--- config.mk ---
export PLATFORM = sky130hd
export DESIGN_NAME = port_e_f_alt_function_override
export DESIGN_NICKNAME = d
export VERILOG_FILES = /design/src/rtl/pin_override_pkg.sv /design/src/rtl/override_bus_if.sv /design/src/rtl/override_select.sv /design/src/rtl/port_e_f_alt_function_override.sv
export VERILOG_INCLUDE_DIRS = /design/src /design/src/rtl
export SDC_FILE = /design/constraint.sdc
export NUM_CORES = 1
export LEC_CHECK = 0
export ABC_AREA = 0
export ABC_CLOCK_PERIOD_IN_PS = 5000
export BUFFER_PORTS_ARGS = -buffer_cell sky130_fd_sc_hd__buf_2
export CORE_MARGIN = 2
export CORE_UTILIZATION = 51
export CTS_CLUSTER_SIZE = 14
export DETAILED_ROUTE_END_ITERATION = 8
export PLACE_DENSITY = 0.86
export SYNTH_ARGS = -nofsm -noshare
export SYNTH_HDL_FRONTEND = slang
export SYNTH_HIERARCHICAL = 1
export SYNTH_SLANG_ARGS = --single-unit
export TNS_END_PERCENT = 10
--- constraint.sdc ---
create_clock -name clk -period 5 [get_ports clk]
set_input_delay 1 -clock clk [delete_from_list [all_inputs] [get_ports clk]]
set_output_delay 1 -clock clk [all_outputs]
set_load 0.03 [all_outputs]
--- src/rtl/pin_override_consts.svh ---
`ifndef PIN_OVERRIDE_CONSTS_SVH
`define PIN_OVERRIDE_CONSTS_SVH

// pin positions within the joined {port f, port e} vector
`define PIN_E_RX        0
`define PIN_E_TX        1
`define PIN_E_SYNC_CLK  2
`define PIN_E_CMP_NEG   3
`define PIN_E_USI_CLK   4
`define PIN_E_USI_DATA  5
`define PIN_E_USI_OUT   6
`define PIN_E_CLK_OUT   7
`define PIN_F_TDI       15
`define PIN_F_TDO       14
`define PIN_F_TMS       13
`define PIN_F_TCK       12
`define PORT_E_LSB      0
`define PORT_E_MSB      7
`define PORT_F_LSB      8
`define PORT_F_MSB      15

// reset values of the registered pin attributes
`define RST_PULLUP      16'hB000
`define RST_DIR         16'h0000
`define RST_OUT_VALUE   16'h0000
`define RST_TOGGLE      16'h0000
`define RST_INPUT_EN    16'h00FF
`define RST_ADC_ROUTE   8'hFF
`define OVR_NONE        16'h0000

`endif

--- src/rtl/pin_override_pkg.sv ---
package pin_override_pkg;
    typedef logic [15:0] pin_vec_t;
    typedef logic [7:0]  port_vec_t;
endpackage

--- src/rtl/override_bus_if.sv ---
`timescale 1ns/10ps
interface override_bus_if;
    import pin_override_pkg::*;
    pin_vec_t pullup_override_en;
    pin_vec_t pullup_override_val;
    pin_vec_t direction_override_en;
    pin_vec_t direction_override_val;
    pin_vec_t out_value_override_en;
    pin_vec_t out_value_override_val;
    pin_vec_t pin_toggle_override_en;
    pin_vec_t input_buffer_override_en;
    pin_vec_t input_buffer_override_val;
    pin_vec_t port_out;
    pin_vec_t port_dir;
    logic     global_pullup_off;
    pin_vec_t next_pullup;
    pin_vec_t next_dir;
    pin_vec_t next_out_value;
    pin_vec_t next_toggle;
    pin_vec_t next_input_en;

    modport source (
        output pullup_override_en, pullup_override_val,
        output direction_override_en, direction_override_val,
        output out_value_override_en, out_value_override_val,
        output pin_toggle_override_en,
        output input_buffer_override_en, input_buffer_override_val,
        output port_out, port_dir, global_pullup_off,
        input  next_pullup, next_dir, next_out_value, next_toggle, next_input_en
    );
    modport select (
        input  pullup_override_en, pullup_override_val,
        input  direction_override_en, direction_override_val,
        input  out_value_override_en, out_value_override_val,
        input  pin_toggle_override_en,
        input  input_buffer_override_en, input_buffer_override_val,
        input  port_out, port_dir, global_pullup_off,
        output next_pullup, next_dir, next_out_value, next_toggle, next_input_en
    );
endinterface

--- src/rtl/override_select.sv ---
`timescale 1ns/10ps
module override_select (
    override_bus_if.select ovr
);
    import pin_override_pkg::*;

    // ************************************************
    // per-pin choice between override and port register
    // ************************************************
    genvar i;
    generate
        for (i = 0; i < 16; i++) begin : g_pin
            always_comb begin
                // register path pull-up: output bit high while pin is an input
                ovr.next_pullup[i]    = ovr.pullup_override_en[i] ?
                                        ovr.pullup_override_val[i] :
                                        (ovr.port_out[i] & ~ovr.port_dir[i]
                                         & ~ovr.global_pullup_off);
                ovr.next_dir[i]       = ovr.direction_override_en[i] ?
                                        ovr.direction_override_val[i] :
                                        ovr.port_dir[i];
                ovr.next_out_value[i] = ovr.out_value_override_en[i] ?
                                        ovr.out_value_override_val[i] :
                                        ovr.port_out[i];
                ovr.next_toggle[i]    = ovr.pin_toggle_override_en[i];
                ovr.next_input_en[i]  = ovr.input_buffer_override_en[i] ?
                                        ovr.input_buffer_override_val[i] :
                                        1'b1;
            end
        end
    endgenerate
endmodule // override_select

--- src/rtl/port_e_f_alt_function_override.sv ---
`timescale 1ns/10ps
`include "pin_override_consts.svh"

// Contract
// - an enabled receiver makes port e bit 0 an input whatever its direction bit says.
// - while forced to input, e0 pulls up when its output bit is one, unless pull-ups are off.
// - port e bit 0 feeds pin-change source 0, its input enabled by mask and group enable.
// - a programmed clock-output fuse makes port e bit 7 an output carrying the i/o clock halved.
// - three-wire usi drives e6; pin change enables inputs on e7-e0, start detection on e5-e4.
// - two-wire usi overrides pull-up and direction on e5-e4, drives low, toggles e4.
// - transmitter makes e1 an unpulled tx output; e2 outputs the sync clock when enabled.
// - comparator input-disable turns off e3/e2 input buffers unless pin change is on there.
// - with the test port on, pull-ups on port f bits 7, 5 and 4 stay on, through reset too.
// - test port on takes f7-f4 from i/o: pull-up on, direction overridden, inputs off.
// - the test output pin drives only while shifting ir or dr, else it is pulled high.
// - test port traffic is timed by the test clock and steered by the tester.
// - port f bits 7-0 each feed the converter channel of the same number.
// - port f bits 3-0 receive no digital override at all.
module port_e_f_alt_function_override (
    input  wire logic                        clk,
    input  wire logic                        reset,
    input  wire pin_override_pkg::port_vec_t port_e_out,
    input  wire pin_override_pkg::port_vec_t port_e_dir,
    input  wire pin_override_pkg::port_vec_t port_f_out,
    input  wire pin_override_pkg::port_vec_t port_f_dir,
    input  wire logic                        global_pullup_off,
    input  wire pin_override_pkg::port_vec_t pin_change_mask,
    input  wire logic                        pin_change_group_enable,
    input  wire logic                        clock_output_fuse,
    input  wire logic                        receiver_on,
    input  wire logic                        transmitter_on,
    input  wire logic                        usart_tx_data,
    input  wire logic                        usart_sync_clock,
    input  wire logic                        usart_sync_clock_oe,
    input  wire logic                        usi_2wire_mode,
    input  wire logic                        usi_3wire_mode,
    input  wire logic                        usi_serial_out,
    input  wire logic                        usi_data_line_out,
    input  wire logic                        usi_clock_line_hold,
    input  wire logic                        usi_clock_toggle,
    input  wire logic                        usi_start_irq_enable,
    input  wire logic                        comparator_pos_input_disable,
    input  wire logic                        comparator_neg_input_disable,
    input  wire logic                        test_port_on,
    input  wire logic                        tap_shift_ir,
    input  wire logic                        tap_shift_dr,
    input  wire logic                        tap_data_out,
    output logic [15:0]                      pin_pullup,
    output logic [15:0]                      pin_dir,
    output logic [15:0]                      pin_out_value,
    output logic [15:0]                      pin_toggle,
    output logic [15:0]                      pin_input_en,
    output pin_override_pkg::port_vec_t      adc_channel_route
);
    import pin_override_pkg::*;

    // ************************************************
    // test-clock signals into the i/o clock domain
    // ************************************************
    // the tap runs on its own clock; its state and data pass two flops here
    // limitation: tap changes reach the pins three i/o clocks late
    logic [2:0] tap_meta;
    logic [2:0] tap_sync;
    logic [2:0] next_tap_meta;
    logic [2:0] next_tap_sync;

    always_comb begin
        next_tap_meta = {tap_data_out, tap_shift_dr, tap_shift_ir};
        next_tap_sync = tap_meta;
    end

    always_ff @(posedge clk or posedge reset) begin
        if (reset) begin
            tap_meta <= 3'h0;
            tap_sync <= 3'h0;
        end else begin
            tap_meta <= next_tap_meta;
            tap_sync <= next_tap_sync;
        end
    end

    // ************************************************
    // i/o clock divider for the clock output pin
    // ************************************************
    // output pins must come from flops, so the clock leaves halved
    // trade-off: the pin stays flop-driven but never shows the full rate
    logic clk_div;
    logic next_clk_div;

    always_comb begin
        next_clk_div = ~clk_div;
    end

    always_ff @(posedge clk or posedge reset) begin
        if (reset) begin
            clk_div <= 1'b0;
        end else begin
            clk_div <= next_clk_div;
        end
    end

    // ************************************************
    // override enables and values
    // ************************************************
    override_bus_if ovr ();
    // later writes win, so a pin not named below keeps its register values

    logic [7:0] pc_on;

    always_comb begin
        pc_on = pin_change_mask & {8{pin_change_group_enable}};

        ovr.pullup_override_en        = `OVR_NONE;
        ovr.pullup_override_val       = `OVR_NONE;
        ovr.direction_override_en     = `OVR_NONE;
        ovr.direction_override_val    = `OVR_NONE;
        ovr.out_value_override_en     = `OVR_NONE;
        ovr.out_value_override_val    = `OVR_NONE;
        ovr.pin_toggle_override_en    = `OVR_NONE;
        ovr.input_buffer_override_en  = `OVR_NONE;
        ovr.input_buffer_override_val = `OVR_NONE;
        ovr.port_out                  = {port_f_out, port_e_out};
        ovr.port_dir                  = {port_f_dir, port_e_dir};
        ovr.global_pullup_off         = global_pullup_off;

        // receive pin
        ovr.pullup_override_en[`PIN_E_RX]       = receiver_on;
        ovr.pullup_override_val[`PIN_E_RX]      = port_e_out[`PIN_E_RX]
                                                  & ~global_pullup_off;
        ovr.direction_override_en[`PIN_E_RX]    = receiver_on;
        ovr.direction_override_val[`PIN_E_RX]   = 1'b0;

        // transmit pin
        ovr.pullup_override_en[`PIN_E_TX]       = transmitter_on;
        ovr.direction_override_en[`PIN_E_TX]    = transmitter_on;
        ovr.direction_override_val[`PIN_E_TX]   = 1'b1;
        ovr.out_value_override_en[`PIN_E_TX]    = transmitter_on;
        ovr.out_value_override_val[`PIN_E_TX]   = usart_tx_data;

        // usart sync clock
        ovr.out_value_override_en[`PIN_E_SYNC_CLK]  = usart_sync_clock_oe;
        ovr.out_value_override_val[`PIN_E_SYNC_CLK] = usart_sync_clock;

        // pin-change input enables on port e
        ovr.input_buffer_override_en[`PORT_E_MSB:`PORT_E_LSB]  = pc_on;
        ovr.input_buffer_override_val[`PORT_E_MSB:`PORT_E_LSB] = 8'hFF;
        ovr.input_buffer_override_en[`PIN_E_USI_DATA] = pc_on[`PIN_E_USI_DATA]
                                                        | usi_start_irq_enable;
        ovr.input_buffer_override_en[`PIN_E_USI_CLK]  = pc_on[`PIN_E_USI_CLK]
                                                        | usi_start_irq_enable;

        // comparator inputs: disable wins unless pin change needs the pin
        ovr.input_buffer_override_en[`PIN_E_CMP_NEG]  = pc_on[`PIN_E_CMP_NEG]
                                                 | comparator_neg_input_disable;
        ovr.input_buffer_override_val[`PIN_E_CMP_NEG] = pc_on[`PIN_E_CMP_NEG];
        ovr.input_buffer_override_en[`PIN_E_SYNC_CLK] = pc_on[`PIN_E_SYNC_CLK]
                                                 | comparator_pos_input_disable;
        ovr.input_buffer_override_val[`PIN_E_SYNC_CLK] = pc_on[`PIN_E_SYNC_CLK];

        // usi_2wire_mode: open-drain style, drive low only
        ovr.pullup_override_en[`PIN_E_USI_DATA]     = usi_2wire_mode;
        ovr.pullup_override_en[`PIN_E_USI_CLK]      = usi_2wire_mode;
        ovr.direction_override_en[`PIN_E_USI_DATA]  = usi_2wire_mode;
        ovr.direction_override_val[`PIN_E_USI_DATA] = (~usi_data_line_out
                              | ~port_e_out[`PIN_E_USI_DATA])
                              & port_e_dir[`PIN_E_USI_DATA];
        ovr.direction_override_en[`PIN_E_USI_CLK]   = usi_2wire_mode;
        ovr.direction_override_val[`PIN_E_USI_CLK]  = (~usi_clock_line_hold
                              | ~port_e_out[`PIN_E_USI_CLK])
                              & port_e_dir[`PIN_E_USI_CLK];
        ovr.out_value_override_en[`PIN_E_USI_DATA]  = usi_2wire_mode
                              & port_e_dir[`PIN_E_USI_DATA];
        ovr.out_value_override_en[`PIN_E_USI_CLK]   = usi_2wire_mode
                              & port_e_dir[`PIN_E_USI_CLK];
        ovr.pin_toggle_override_en[`PIN_E_USI_CLK]  = usi_clock_toggle;

        // usi_3wire_mode serial output
        ovr.out_value_override_en[`PIN_E_USI_OUT]   = usi_3wire_mode;
        ovr.out_value_override_val[`PIN_E_USI_OUT]  = usi_serial_out;

        // clock output
        ovr.direction_override_en[`PIN_E_CLK_OUT]   = clock_output_fuse;
        ovr.direction_override_val[`PIN_E_CLK_OUT]  = 1'b1;
        ovr.out_value_override_en[`PIN_E_CLK_OUT]   = clock_output_fuse;
        ovr.out_value_override_val[`PIN_E_CLK_OUT]  = clk_div;

        // test port takes port f bits 7-4
        ovr.pullup_override_en[`PORT_F_MSB:`PIN_F_TCK]       = {4{test_port_on}};
        ovr.pullup_override_val[`PORT_F_MSB:`PIN_F_TCK]      = 4'hF;
        ovr.direction_override_en[`PORT_F_MSB:`PIN_F_TCK]    = {4{test_port_on}};
        ovr.input_buffer_override_en[`PORT_F_MSB:`PIN_F_TCK] = {4{test_port_on}};
        ovr.direction_override_val[`PIN_F_TDO] = tap_sync[0] | tap_sync[1];
        ovr.out_value_override_en[`PIN_F_TDO]  = test_port_on;
        ovr.out_value_override_val[`PIN_F_TDO] = tap_sync[2];
    end

    override_select u_select (
        .ovr (ovr.select)
    );

    // ************************************************
    // registered pin attributes
    // ************************************************
    // pull-ups of the test pins other than tdo (f7, f5, f4) reset on so the tester keeps a defined level
    // the converter route is fixed; it sits in a flop only so every output is registered
    always_ff @(posedge clk or posedge reset) begin
        if (reset) begin
            pin_pullup        <= `RST_PULLUP;
            pin_dir           <= `RST_DIR;
            pin_out_value     <= `RST_OUT_VALUE;
            pin_toggle        <= `RST_TOGGLE;
            pin_input_en      <= `RST_INPUT_EN;
            adc_channel_route <= `RST_ADC_ROUTE;
        end else begin
            pin_pullup        <= ovr.next_pullup;
            pin_dir           <= ovr.next_dir;
            pin_out_value     <= ovr.next_out_value;
            pin_toggle        <= ovr.next_toggle;
            pin_input_en      <= ovr.next_input_en;
            adc_channel_route <= `RST_ADC_ROUTE;
        end
    end
endmodule // port_e_f_alt_function_override

==> summary.md, run 1 <==
| Metric | Value |
|---|---|
| Status | `completed` |
| Minimum clock period | `2.06 ns` |
| Crit path DAT | `1.06 ns` |
| Pwr/cell area | `365 mW/mm^2` |
| Worst hold margin | `0.354 ns` |
| CTS tree | `yes` |
| Post-CTS Resized | `0` |
| Yosys warnings | `6` |
| CP max stage cell | `dfstp_2` |
| Die Wd | `84.5 microns` |
| Largest net degree at the start of global routing | `53` |
| Final wirelength | `6390 microns` |
| Placer Congestion | `0.714` |
| Number of global-route vias before repair | `2430` |
| Peak supply drop | `0.218 mV` |
| HP Start | `next_tap_sync[0]$_DFF_PP0_` |
| Post-route setup TNS | `0 ns` |
| Post-CTS setup buffer count | `0` |
| First-pass GRT wire length | `10400 microns` |
| Initial drt markers | `53` |
| Initial cell density of the core | `52.3%` |
| Max incr delay on CP | `0.53 ns` |
| Share of cells above drive strength 1 | `39.6%` |
| Mapped Area | `0.00330 sq mm` |
| DRT Pass-1 Iters | `5` |
| P_int | `1.26 mW` |
| CTS Hold Bufs | `0` |
| Worst path bufs/invs | `1` |
| CTS Sinks | `87` |
| Number of I/O port buffers | `142` |
| Die ar. | `0.00714 sq mm` |
| Fin crit share | `41.1%` |
| Register area share after synthesis | `66.3%` |
| Post-Synth Simple-Gate Area | `8.56%` |
| Max-slew headroom | `43.3%` |
| DRC | `0` |
| Seq pwr share | `45.1%` |
| Reg-to-reg startpoint | `tap_sync[1]$_DFF_PP0_` |
| Setup Skew | `0.00654 ns` |
| Critical path's top delay family | `flip-flops` |
| Worst-margin pin slew | `0.850 ns` |
| H-tree levels | `3` |
| Die Span Y | `84.5 microns` |
| Combinational share of power | `14.7%` |
| Final number of setup-violating endpoints | `0` |
| Layout Area Growth over Synthesis | `40.3%` |
| Clock buffer count from CTS | `9` |
| Leak | `2.49 nW` |
| Max Freq | `0.486 GHz` |
| Clock tree buffer depth | `2` |
| Final Max Tran Viols | `0` |
| Compound-gate portion of the synthesized area | `10.6%` |
| Final nets | `555` |
| RSZ-0062 raised after global routing | `no` |
| Final ANT Viol Nets | `0` |
| Ports | `151` |
| Antenna violations before repair | `1` |
| Gr usage total | `19.1%` |
| Cell breakdown of the critical path | `buf_2` |
| CP Class | `flip-flop to primary output` |
| Avg Cell Area, Syn | `13.4 sq um` |
| Worst Setup SP | `pin_pullup[15]$_DFF_PP1_` |
| Std-Cell Core Area | `0.00631 sq mm` |
| Netlist cell types | `19` |
| Adder-Cell Fraction of Synth Area | `0%` |
| Post-Synth XOR/XNOR Area | `0%` |
| Root Driver | `clkbuf_8` |
| #FFs+latches synth | `87` |
| Sw Ratio | `25.4%` |
| Vias/cell | `4.07` |
| WP data required | `4.00 ns` |
| Net load switching power | `429 uW` |
| # rows | `29` |
| Startpoint Class | `flip-flop` |
| Post-DR wirelength/cell | `11.1 microns` |
| Clock power share | `40.3%` |
| Max cap viols | `0` |
| GRT overflow | `0` |
| Worst Hold Class | `flip-flop to flip-flop` |
| Hpwl dp | `4890 microns` |
| Vias | `2334` |
| Ant diodes | `0` |
| Final Hold Vio Count | `0` |
| Mux contribution to synthesized area | `5.45%` |
| Clk pin slew, worst setup/hold paths | `0.08 ns` |
| Worst-Skew Late Latency | `0.35 ns` |
| Syn Inst Count | `246` |
| Worst Path Max Fanout | `1` |
| CP Capture Type | `primary output` |
| Main combinational cell family by area after synthesis | `compound AO/OA/AOI/OAI gates` |
-- cells by family after synthesis --
| family | Yosys count |
|---|---|
| DFF | 87 |
| and+or+nand+nor | 58 |
| buffers and inverters | 45 |
| AOI/OAI and AO/OA | 38 |
| muxes | 16 |
| other | 2 |
-- Yosys cell counts --
library cell / number / area [sq um]
dfrtp_1: 76 / 1900
nand2_1: 32 / 120
buf_4: 24 / 180
inv_1: 18 / 67.6
mux2_2: 16 / 180
nand2b_1: 16 / 100
o21ai_0: 16 / 80.1
dfstp_2: 11 / 289
o41ai_2: 9 / 146
and2_1: 8 / 50.1
o41ai_1: 6 / 52.6
a21o_1: 4 / 30.0
a21boi_0: 2 / 15.0
buf_6: 2 / 22.5
conb_1: 2 / 7.51
buf_12: 1 / 20.0
nor2b_1: 1 / 6.26
o41ai_4: 1 / 27.5
or2_1: 1 / 6.26
-- sequential cells by signal (all words and copies together), names as in the netlist --
| name | flops |
|---|---|
| pin_input_en | 16 |
| tap_sync | 3 |
| clk_div | 1 |
| pin_dir | 16 |
| pin_pullup | 16 |
| next_tap_sync | 3 |
| pin_out_value | 16 |
| pin_toggle | 16 |
-- path summary, 6_finish.rpt --
check                                            to  slack (ns)  cells past startpoint
setup / recovery                     pin_pullup[15]        2.94                      1
hold / removal                tap_sync[0]$_DFF_PP0_        0.35                      0
setup reg to reg              pin_dir[14]$_DFF_PP0_        4.06                      2
hold reg to reg               tap_sync[0]$_DFF_PP0_        0.35                      0
max in group asynchronous  pin_pullup[13]$_DFF_PP1_        3.23                      3
min in group asynchronous      pin_dir[8]$_DFF_PP0_        0.79                      2
-- power by group through the flow --
stage	logic, mW	registers (mW)	clock network, mW
5_1_grt	0.269	0.766	0.733
6_report	0.248	0.761	0.680
2_1_floorplan	0.0884	0.864	0
4_1_cts	0.248	0.762	0.697
3_3_place_gp	0.241	0.774	0
3_5_place_dp	0.247	0.776	0
-- placed cells by master (no fill, tap or decap), drive strengths merged --
cell type	netlist	final
mux2	16	16
and2	8	8
a21boi	2	2
nand2	32	32
o21ai	16	16
nor2b	1	1
bufinv	0	5
clkinv	0	2
or2	1	1
dfstp	11	11
a21o	4	4
nand2b	16	16
inv	18	18
dfrtp	76	76
o41ai	16	16
clkbuf	0	9
conb	2	121
buf	27	143
-- metal layers --
layer  track usage [%]  part of all wire, %  wire length [microns]
met5                 0                    0                      0
met4              7.22                  1.3                     85
met3              9.44                   10                    658
met2              33.2                   51                   3280
met1              19.8                   37                   2370
-- final cells by class --
type,count,area [sq um]
fill,479,1680
clock buffer,9,124
tap,77,96.3
inverter,18,68.8
clock inverter,7,168
sequential,87,2190
timing repair buffer,143,718
multi-input combinational,233,1270
-- per-stage QoR --
stage | power, mW | utilization [%] | std cells | setup WS (ns) | area (sq um)
2_1_floorplan | 0.953 | - | 365 | 1.77 | 3750
3_3_place_gp | 1.02 | 68.8 | 558 | 2.83 | 4340
3_5_place_dp | 1.02 | 68.8 | 558 | 2.78 | 4340
4_1_cts | 1.71 | 73.4 | 574 | 2.92 | 4630
5_1_grt | 1.77 | 73.4 | 574 | 2.89 | 4630
6_report | 1.69 | 73.4 | 574 | 2.94 | 4630
Note: power is estimated with default switching activity, not from simulation.
==> run 2, diff against run 1 <==
- ABC_CLOCK_PERIOD_IN_PS: 5000 -> 2200
- CORE_UTILIZATION: 51 -> 47
- PLACE_DENSITY: 0.86 -> 0.8
- clock period: 5 -> 2.2 ns (I/O delays scaled with it)
==> run 2 against run 1 <==
  * Global-route usage down 2.8 points
  * Critical path depth unchanged
  * First-iteration DRC count unchanged
  * Non-clock buffer count up 1
  * Via count down 0.39%
  * Clock-buffer cell count unchanged
  * Die area up 8.1%
==> summary.md, run 2 (synthesis gave the netlist of run 1 again) <==
| Metric | Value |
|---|---|
| Status | `completed` |
| H-tree levels | `3` |
| Die ar. | `0.00771 sq mm` |
| Clock buffer count from CTS | `9` |
| Post-route setup TNS | `0 ns` |
| Root Driver | `clkbuf_8` |
| Minimum clock period | `1.50 ns` |
| Final wirelength | `6020 microns` |
| Worst-Skew Late Latency | `0.34 ns` |
| Post-CTS Resized | `0` |
| Vias | `2325` |
| Final Util | `67.4%` |
| Initial cell density of the core | `48.6%` |
| Worst-margin pin slew | `0.577 ns` |
| Hpwl dp | `4670 microns` |
| Cell breakdown of the critical path | `buf_2` |
| Layout Area Growth over Synthesis | `38.6%` |
| Placer Congestion | `0.793` |
| Std-Cell Core Area | `0.00679 sq mm` |
| RSZ-0062 raised after global routing | `no` |
| Gr usage total | `16.3%` |
| Number of global-route vias before repair | `2313` |
| Final number of setup-violating endpoints | `0` |
| WP data required | `1.76 ns` |
| Clock tree buffer depth | `2` |
| FF-to-FF path depth | `2` |
| CTS tree | `yes` |
| Number of I/O port buffers | `142` |
| Startpoint Class | `flip-flop` |
| Post-CTS setup buffer count | `0` |
| P_int | `2.41 mW` |
| Final Hold Vio Count | `0` |
| DRC | `0` |
| CP max stage cell | `dfstp_2` |
| Die Wd | `87.8 microns` |
| Final ANT Viol Nets | `0` |
| Final Max Tran Viols | `0` |
| Crit path DAT | `1.06 ns` |
| CP Class | `flip-flop to primary output` |
| Initial drt markers | `53` |
| Fin crit share | `68.3%` |
| Antenna violations before repair | `0` |
| Most common cell after layout, fill and taps aside | `buf_2` |
| Share of cells above drive strength 1 | `39.8%` |
| CTS Hold Bufs | `0` |
| Multi-input logic area | `0.00127 sq mm` |
| Worst Hold Class | `primary input to flip-flop` |
| Hold Path Stages | `1` |
| Clk pin slew, worst setup/hold paths | `0.09 ns` |
| Seq pwr share | `50.9%` |
| Crit. path cell count | `1` |
| Setup Skew | `0.00603 ns` |
| Die Span Y | `87.8 microns` |
| Vias/cell | `3.91` |
| Post-Layout Cell Count | `594` |
| CTS Sinks | `87` |
| Ports | `151` |
| Register area | `0.00219 sq mm` |
| Max incr delay on CP | `0.53 ns` |
| Sw Ratio | `29.0%` |
| Clock power share | `32.6%` |
| Max-slew headroom | `61.5%` |
| Placed cells | `578` |
| Max Freq | `0.666 GHz` |
| Combinational share of power | `16.5%` |
| # rows | `30` |
| Post-DR wirelength/cell | `10.1 microns` |
| Peak supply drop | `0.401 mV` |
| Worst path bufs/invs | `1` |
| First-pass GRT wire length | `9520 microns` |
| Ant diodes | `0` |
| Critical path's top delay family | `flip-flops` |
| Net load switching power | `987 uW` |
| Leak | `2.45 nW` |
| GRT overflow | `0` |
| Worst Path Max Fanout | `1` |
| Filler cell count | `550` |
| Largest net degree at the start of global routing | `49` |
| Final nets | `556` |
| Max cap viols | `0` |
| DRT Pass-1 Iters | `4` |
| Pwr/cell area | `743 mW/mm^2` |
| Commonest cells after routing, fill and taps aside | `142 x buf_2, 121 x conb_1, 76 x dfrtp_1, 32 x nand2_1, 17 x inv_1` |
| CP Capture Type | `primary output` |
[run 2: area by class of cell]
class	instances	share of cell area [%]
Inverter	18	1.56
Clock inverter	7	1.67
Timing Repair Buffer	144	15.9
Multi-Input combinational cell	233	27.7
Clock buffer	9	2.71
Tap cell	96	2.62
Sequential cell	87	47.9
[run 2: power groups by stage]
stage	Sequential (mW)	Clock, mW	Combinational (mW)
final	1.73	1.11	0.561
after global routing	1.74	1.21	0.615
after CTS	1.73	1.15	0.564
after detailed placement	1.76	0	0.563
after global placement	1.76	0	0.554
after floorplan	1.96	0	0.201
[run 2: per-layer routing]
metal,share of wire [%],GRT usage (%),wire [microns],up-vias
met2,51,29.0,3080,101
li1,-,-,-,1162
met3,9.1,5.28,547,12
met4,2.2,8.39,131,0
met5,0,0,0,-
met1,38,17.3,2260,1050
[run 2: path summary, 6_finish.rpt]
check / start / to / slack (ns)
hold / removal: tap_shift_ir / next_tap_sync[0]$_DFF_PP0_ / 0.19
setup reg to reg: tap_sync[1]$_DFF_PP0_ / pin_dir[14]$_DFF_PP0_ / 1.27
setup / recovery: pin_pullup[15]$_DFF_PP1_ / pin_pullup[15] / 0.70
min in group asynchronous: reset / pin_out_value[10]$_DFF_PP0_ / 0.22
max in group asynchronous: reset / pin_pullup[13]$_DFF_PP1_ / 1.53
hold reg to reg: next_tap_sync[2]$_DFF_PP0_ / tap_sync[2]$_DFF_PP0_ / 0.35
[run 2: per-stage QoR]
step	hold WS [ns]	cell area (sq um)	total power, mW	setup WS (ns)
3_3_place_gp	0.334	4380	2.31	0.950
3_5_place_dp	0.337	4380	2.32	0.926
4_1_cts	0.176	4580	3.44	0.674
5_1_grt	0.180	4580	3.56	0.650
2_1_floorplan	0.331	3750	2.17	0.761
6_report	0.194	4580	3.40	0.698
[run 2: worst register-to-register path, delay by kind of cell, from the launching register on]
family | cells | cell delay [ns]
multiplexers | 1 | 0.25
flip-flops | 1 | 0.36
AND/OR/NAND/NOR | 1 | 0.21
==> run 3, diff against run 2 <==
- ABC_CLOCK_PERIOD_IN_PS: 2200 -> 1520
- clock period: 2.2 -> 1.52 ns (I/O delays scaled with it)
==> run 3 against run 2 <==
  * Setup slack lost 0.54 ns
  * Clock power grew 76%
  * Die area is the same
  * Final area grew 1.6%
  * Worst hold slack lost 0.16 ns
  * Sequential share of layout area shrank 0.76 points
  * First-iteration DRC count grew 15%
  * Critical path depth is the same
  * Routed wire length grew 3.0%
  * Clock skew shrank 0.0036 ns
  * Flip-flop and latch count is the same
==> summary.md, run 3 (synthesis gave the netlist of run 1 again) <==
| Metric | Value |
|---|---|
| Ant diodes | `0` |
| RSZ-0062 raised after global routing | `no` |
| Final Hold Vio Count | `0` |
| Met1 Use GR | `19.1%` |
| Final number of setup-violating endpoints | `0` |
| Worst Path Max Fanout | `1` |
| Share of cells above drive strength 1 | `39.8%` |
| Placer Congestion | `0.795` |
| Startpoint Class | `flip-flop` |
| Setup Slack @ Placement | `0.392 ns` |
| Max cap viols | `0` |
| Clock buffer count from CTS | `9` |
| Std-Cell Core Area | `0.00679 sq mm` |
| Die ar. | `0.00771 sq mm` |
| Status | `completed` |
| CP max stage cell | `dfstp_2` |
| CP Class | `flip-flop to primary output` |
| Post-CTS Resized | `0` |
| Gr usage total | `16.7%` |
| Leak | `2.49 nW` |
| Die Span Y | `87.8 microns` |
| Final ANT Viol Nets | `0` |
| Die Wd | `87.8 microns` |
| Pwr/cell area | `1130 mW/mm^2` |
| Final Max Tran Viols | `0` |
| CTS Sinks | `87` |
| Most common cell after layout, fill and taps aside | `buf_2` |
| Minimum clock period | `1.36 ns` |
| Hpwl dp | `4680 microns` |
| Largest net degree at the start of global routing | `49` |
| Max Freq | `0.736 GHz` |
| Worst-Skew Late Latency | `0.34 ns` |
| Fin crit share | `89.4%` |
| CTS Hold Bufs | `0` |
| Ports | `151` |
| Final wirelength | `6200 microns` |
| Vias/cell | `3.85` |
| Initial drt markers | `61` |
| WP data required | `1.22 ns` |
| GR met3 Demand/Resource | `6.60%` |
| Max incr delay on CP | `0.53 ns` |
| First-pass GRT wire length | `9680 microns` |
| Vias | `2286` |
| Worst hold margin | `0.0358 ns` |
| Post-DR wirelength/cell | `10.4 microns` |
| CP Capture Type | `primary output` |
| M2 GR Usage | `28.7%` |
| Commonest cells after routing, fill and taps aside | `142 x buf_2, 121 x conb_1, 76 x dfrtp_1, 32 x nand2_1, 17 x inv_1` |
| # rows | `30` |
| Top Usage Layer GRT | `met2` |
| H-tree levels | `3` |
| Clk pin slew, worst setup/hold paths | `0.09 ns` |
| Antenna violations before repair | `0` |
| Layout Area Growth over Synthesis | `40.8%` |
| Worst Hold Class | `primary input to async pin` |
| Peak supply drop | `0.540 mV` |
| Post-route setup TNS | `0 ns` |
| Final nets | `556` |
| GRT overflow | `0` |
| Root Driver | `clkbuf_8` |
| DRT Pass-1 Iters | `4` |
| Number of I/O port buffers | `142` |
| Setup Skew | `0.00245 ns` |
| Post-CTS setup buffer count | `0` |
| Crit path DAT | `1.06 ns` |
| Clock tree buffer depth | `2` |
| Cell breakdown of the critical path | `buf_2` |
| Number of global-route vias before repair | `2204` |
| CTS tree | `yes` |
| Initial cell density of the core | `48.6%` |
| Worst path bufs/invs | `1` |
| DRC | `0` |
| Critical path's top delay family | `flip-flops` |
| Worst setup slack after layout | `0.161 ns` |
[run 3: cell count changes in the layout (fill, tap and decap cells not counted)]
cell | previous run | this run
buf_4 | 2 | 0
buf_12 | 0 | 2
clkinv_2 | 1 | 0
bufinv_16 | 1 | 3
inv_6 | 3 | 4
clkinvlp_4 | 3 | 1
[run 3: path summary, 6_finish.rpt]
path / start / end / slack (ns) / cells after the start
min reg2reg: next_tap_sync[2]$_DFF_PP0_ / tap_sync[2]$_DFF_PP0_ / 0.36 / 0
min in group clk: tap_data_out / next_tap_sync[2]$_DFF_PP0_ / 0.06 / 1
min: reset / pin_pullup[0]$_DFF_PP0_ / 0.04 / 3
max in group asynchronous: reset / pin_pullup[13]$_DFF_PP1_ / 1.19 / 3
max reg2reg: tap_sync[1]$_DFF_PP0_ / pin_dir[14]$_DFF_PP0_ / 0.59 / 2
max: pin_pullup[13]$_DFF_PP1_ / pin_pullup[13] / 0.16 / 1
[run 3: worst register-to-register path, delay by kind of cell (launching register included)]
kind	cells	cell delay [ns]
DFF	1	0.36
and+or+nand+nor	1	0.21
muxes	1	0.26
[run 3: per-layer routing]
layer	vias to the layer above	routed length, microns
met5	-	0
met4	0	68
met3	6	555
met2	98	3140
met1	1025	2440
li1	1157	-
[run 3: where the power goes]
group          switching, mW  leakage [nW]  internal [mW]
Sequential            0.0334          1.01           2.47
Clock                  0.831         0.125           1.12
Combinational          0.571          1.35          0.256
[run 3: area by class of cell]
cell class                 instances  area [sq um]
clock inverter                     7           125
clock buffer                       9           124
multi-input combinational        233          1270
tap                               96           120
sequential                        87          2190
timing repair buffer             144           751
fill                             531          2140
inverter                          18          71.3
[run 3: through the flow]
step / power [mW] / utilization (%) / area [sq um] / std cells
6_report: 5.27 / 68.5 / 4650 / 594
5_1_grt: 5.53 / 68.5 / 4650 / 594
4_1_cts: 5.35 / 68.5 / 4650 / 594
3_5_place_dp: 3.38 / 64.8 / 4400 / 578
3_3_place_gp: 3.36 / 64.8 / 4400 / 578
2_1_floorplan: 3.13 / - / 3750 / 365
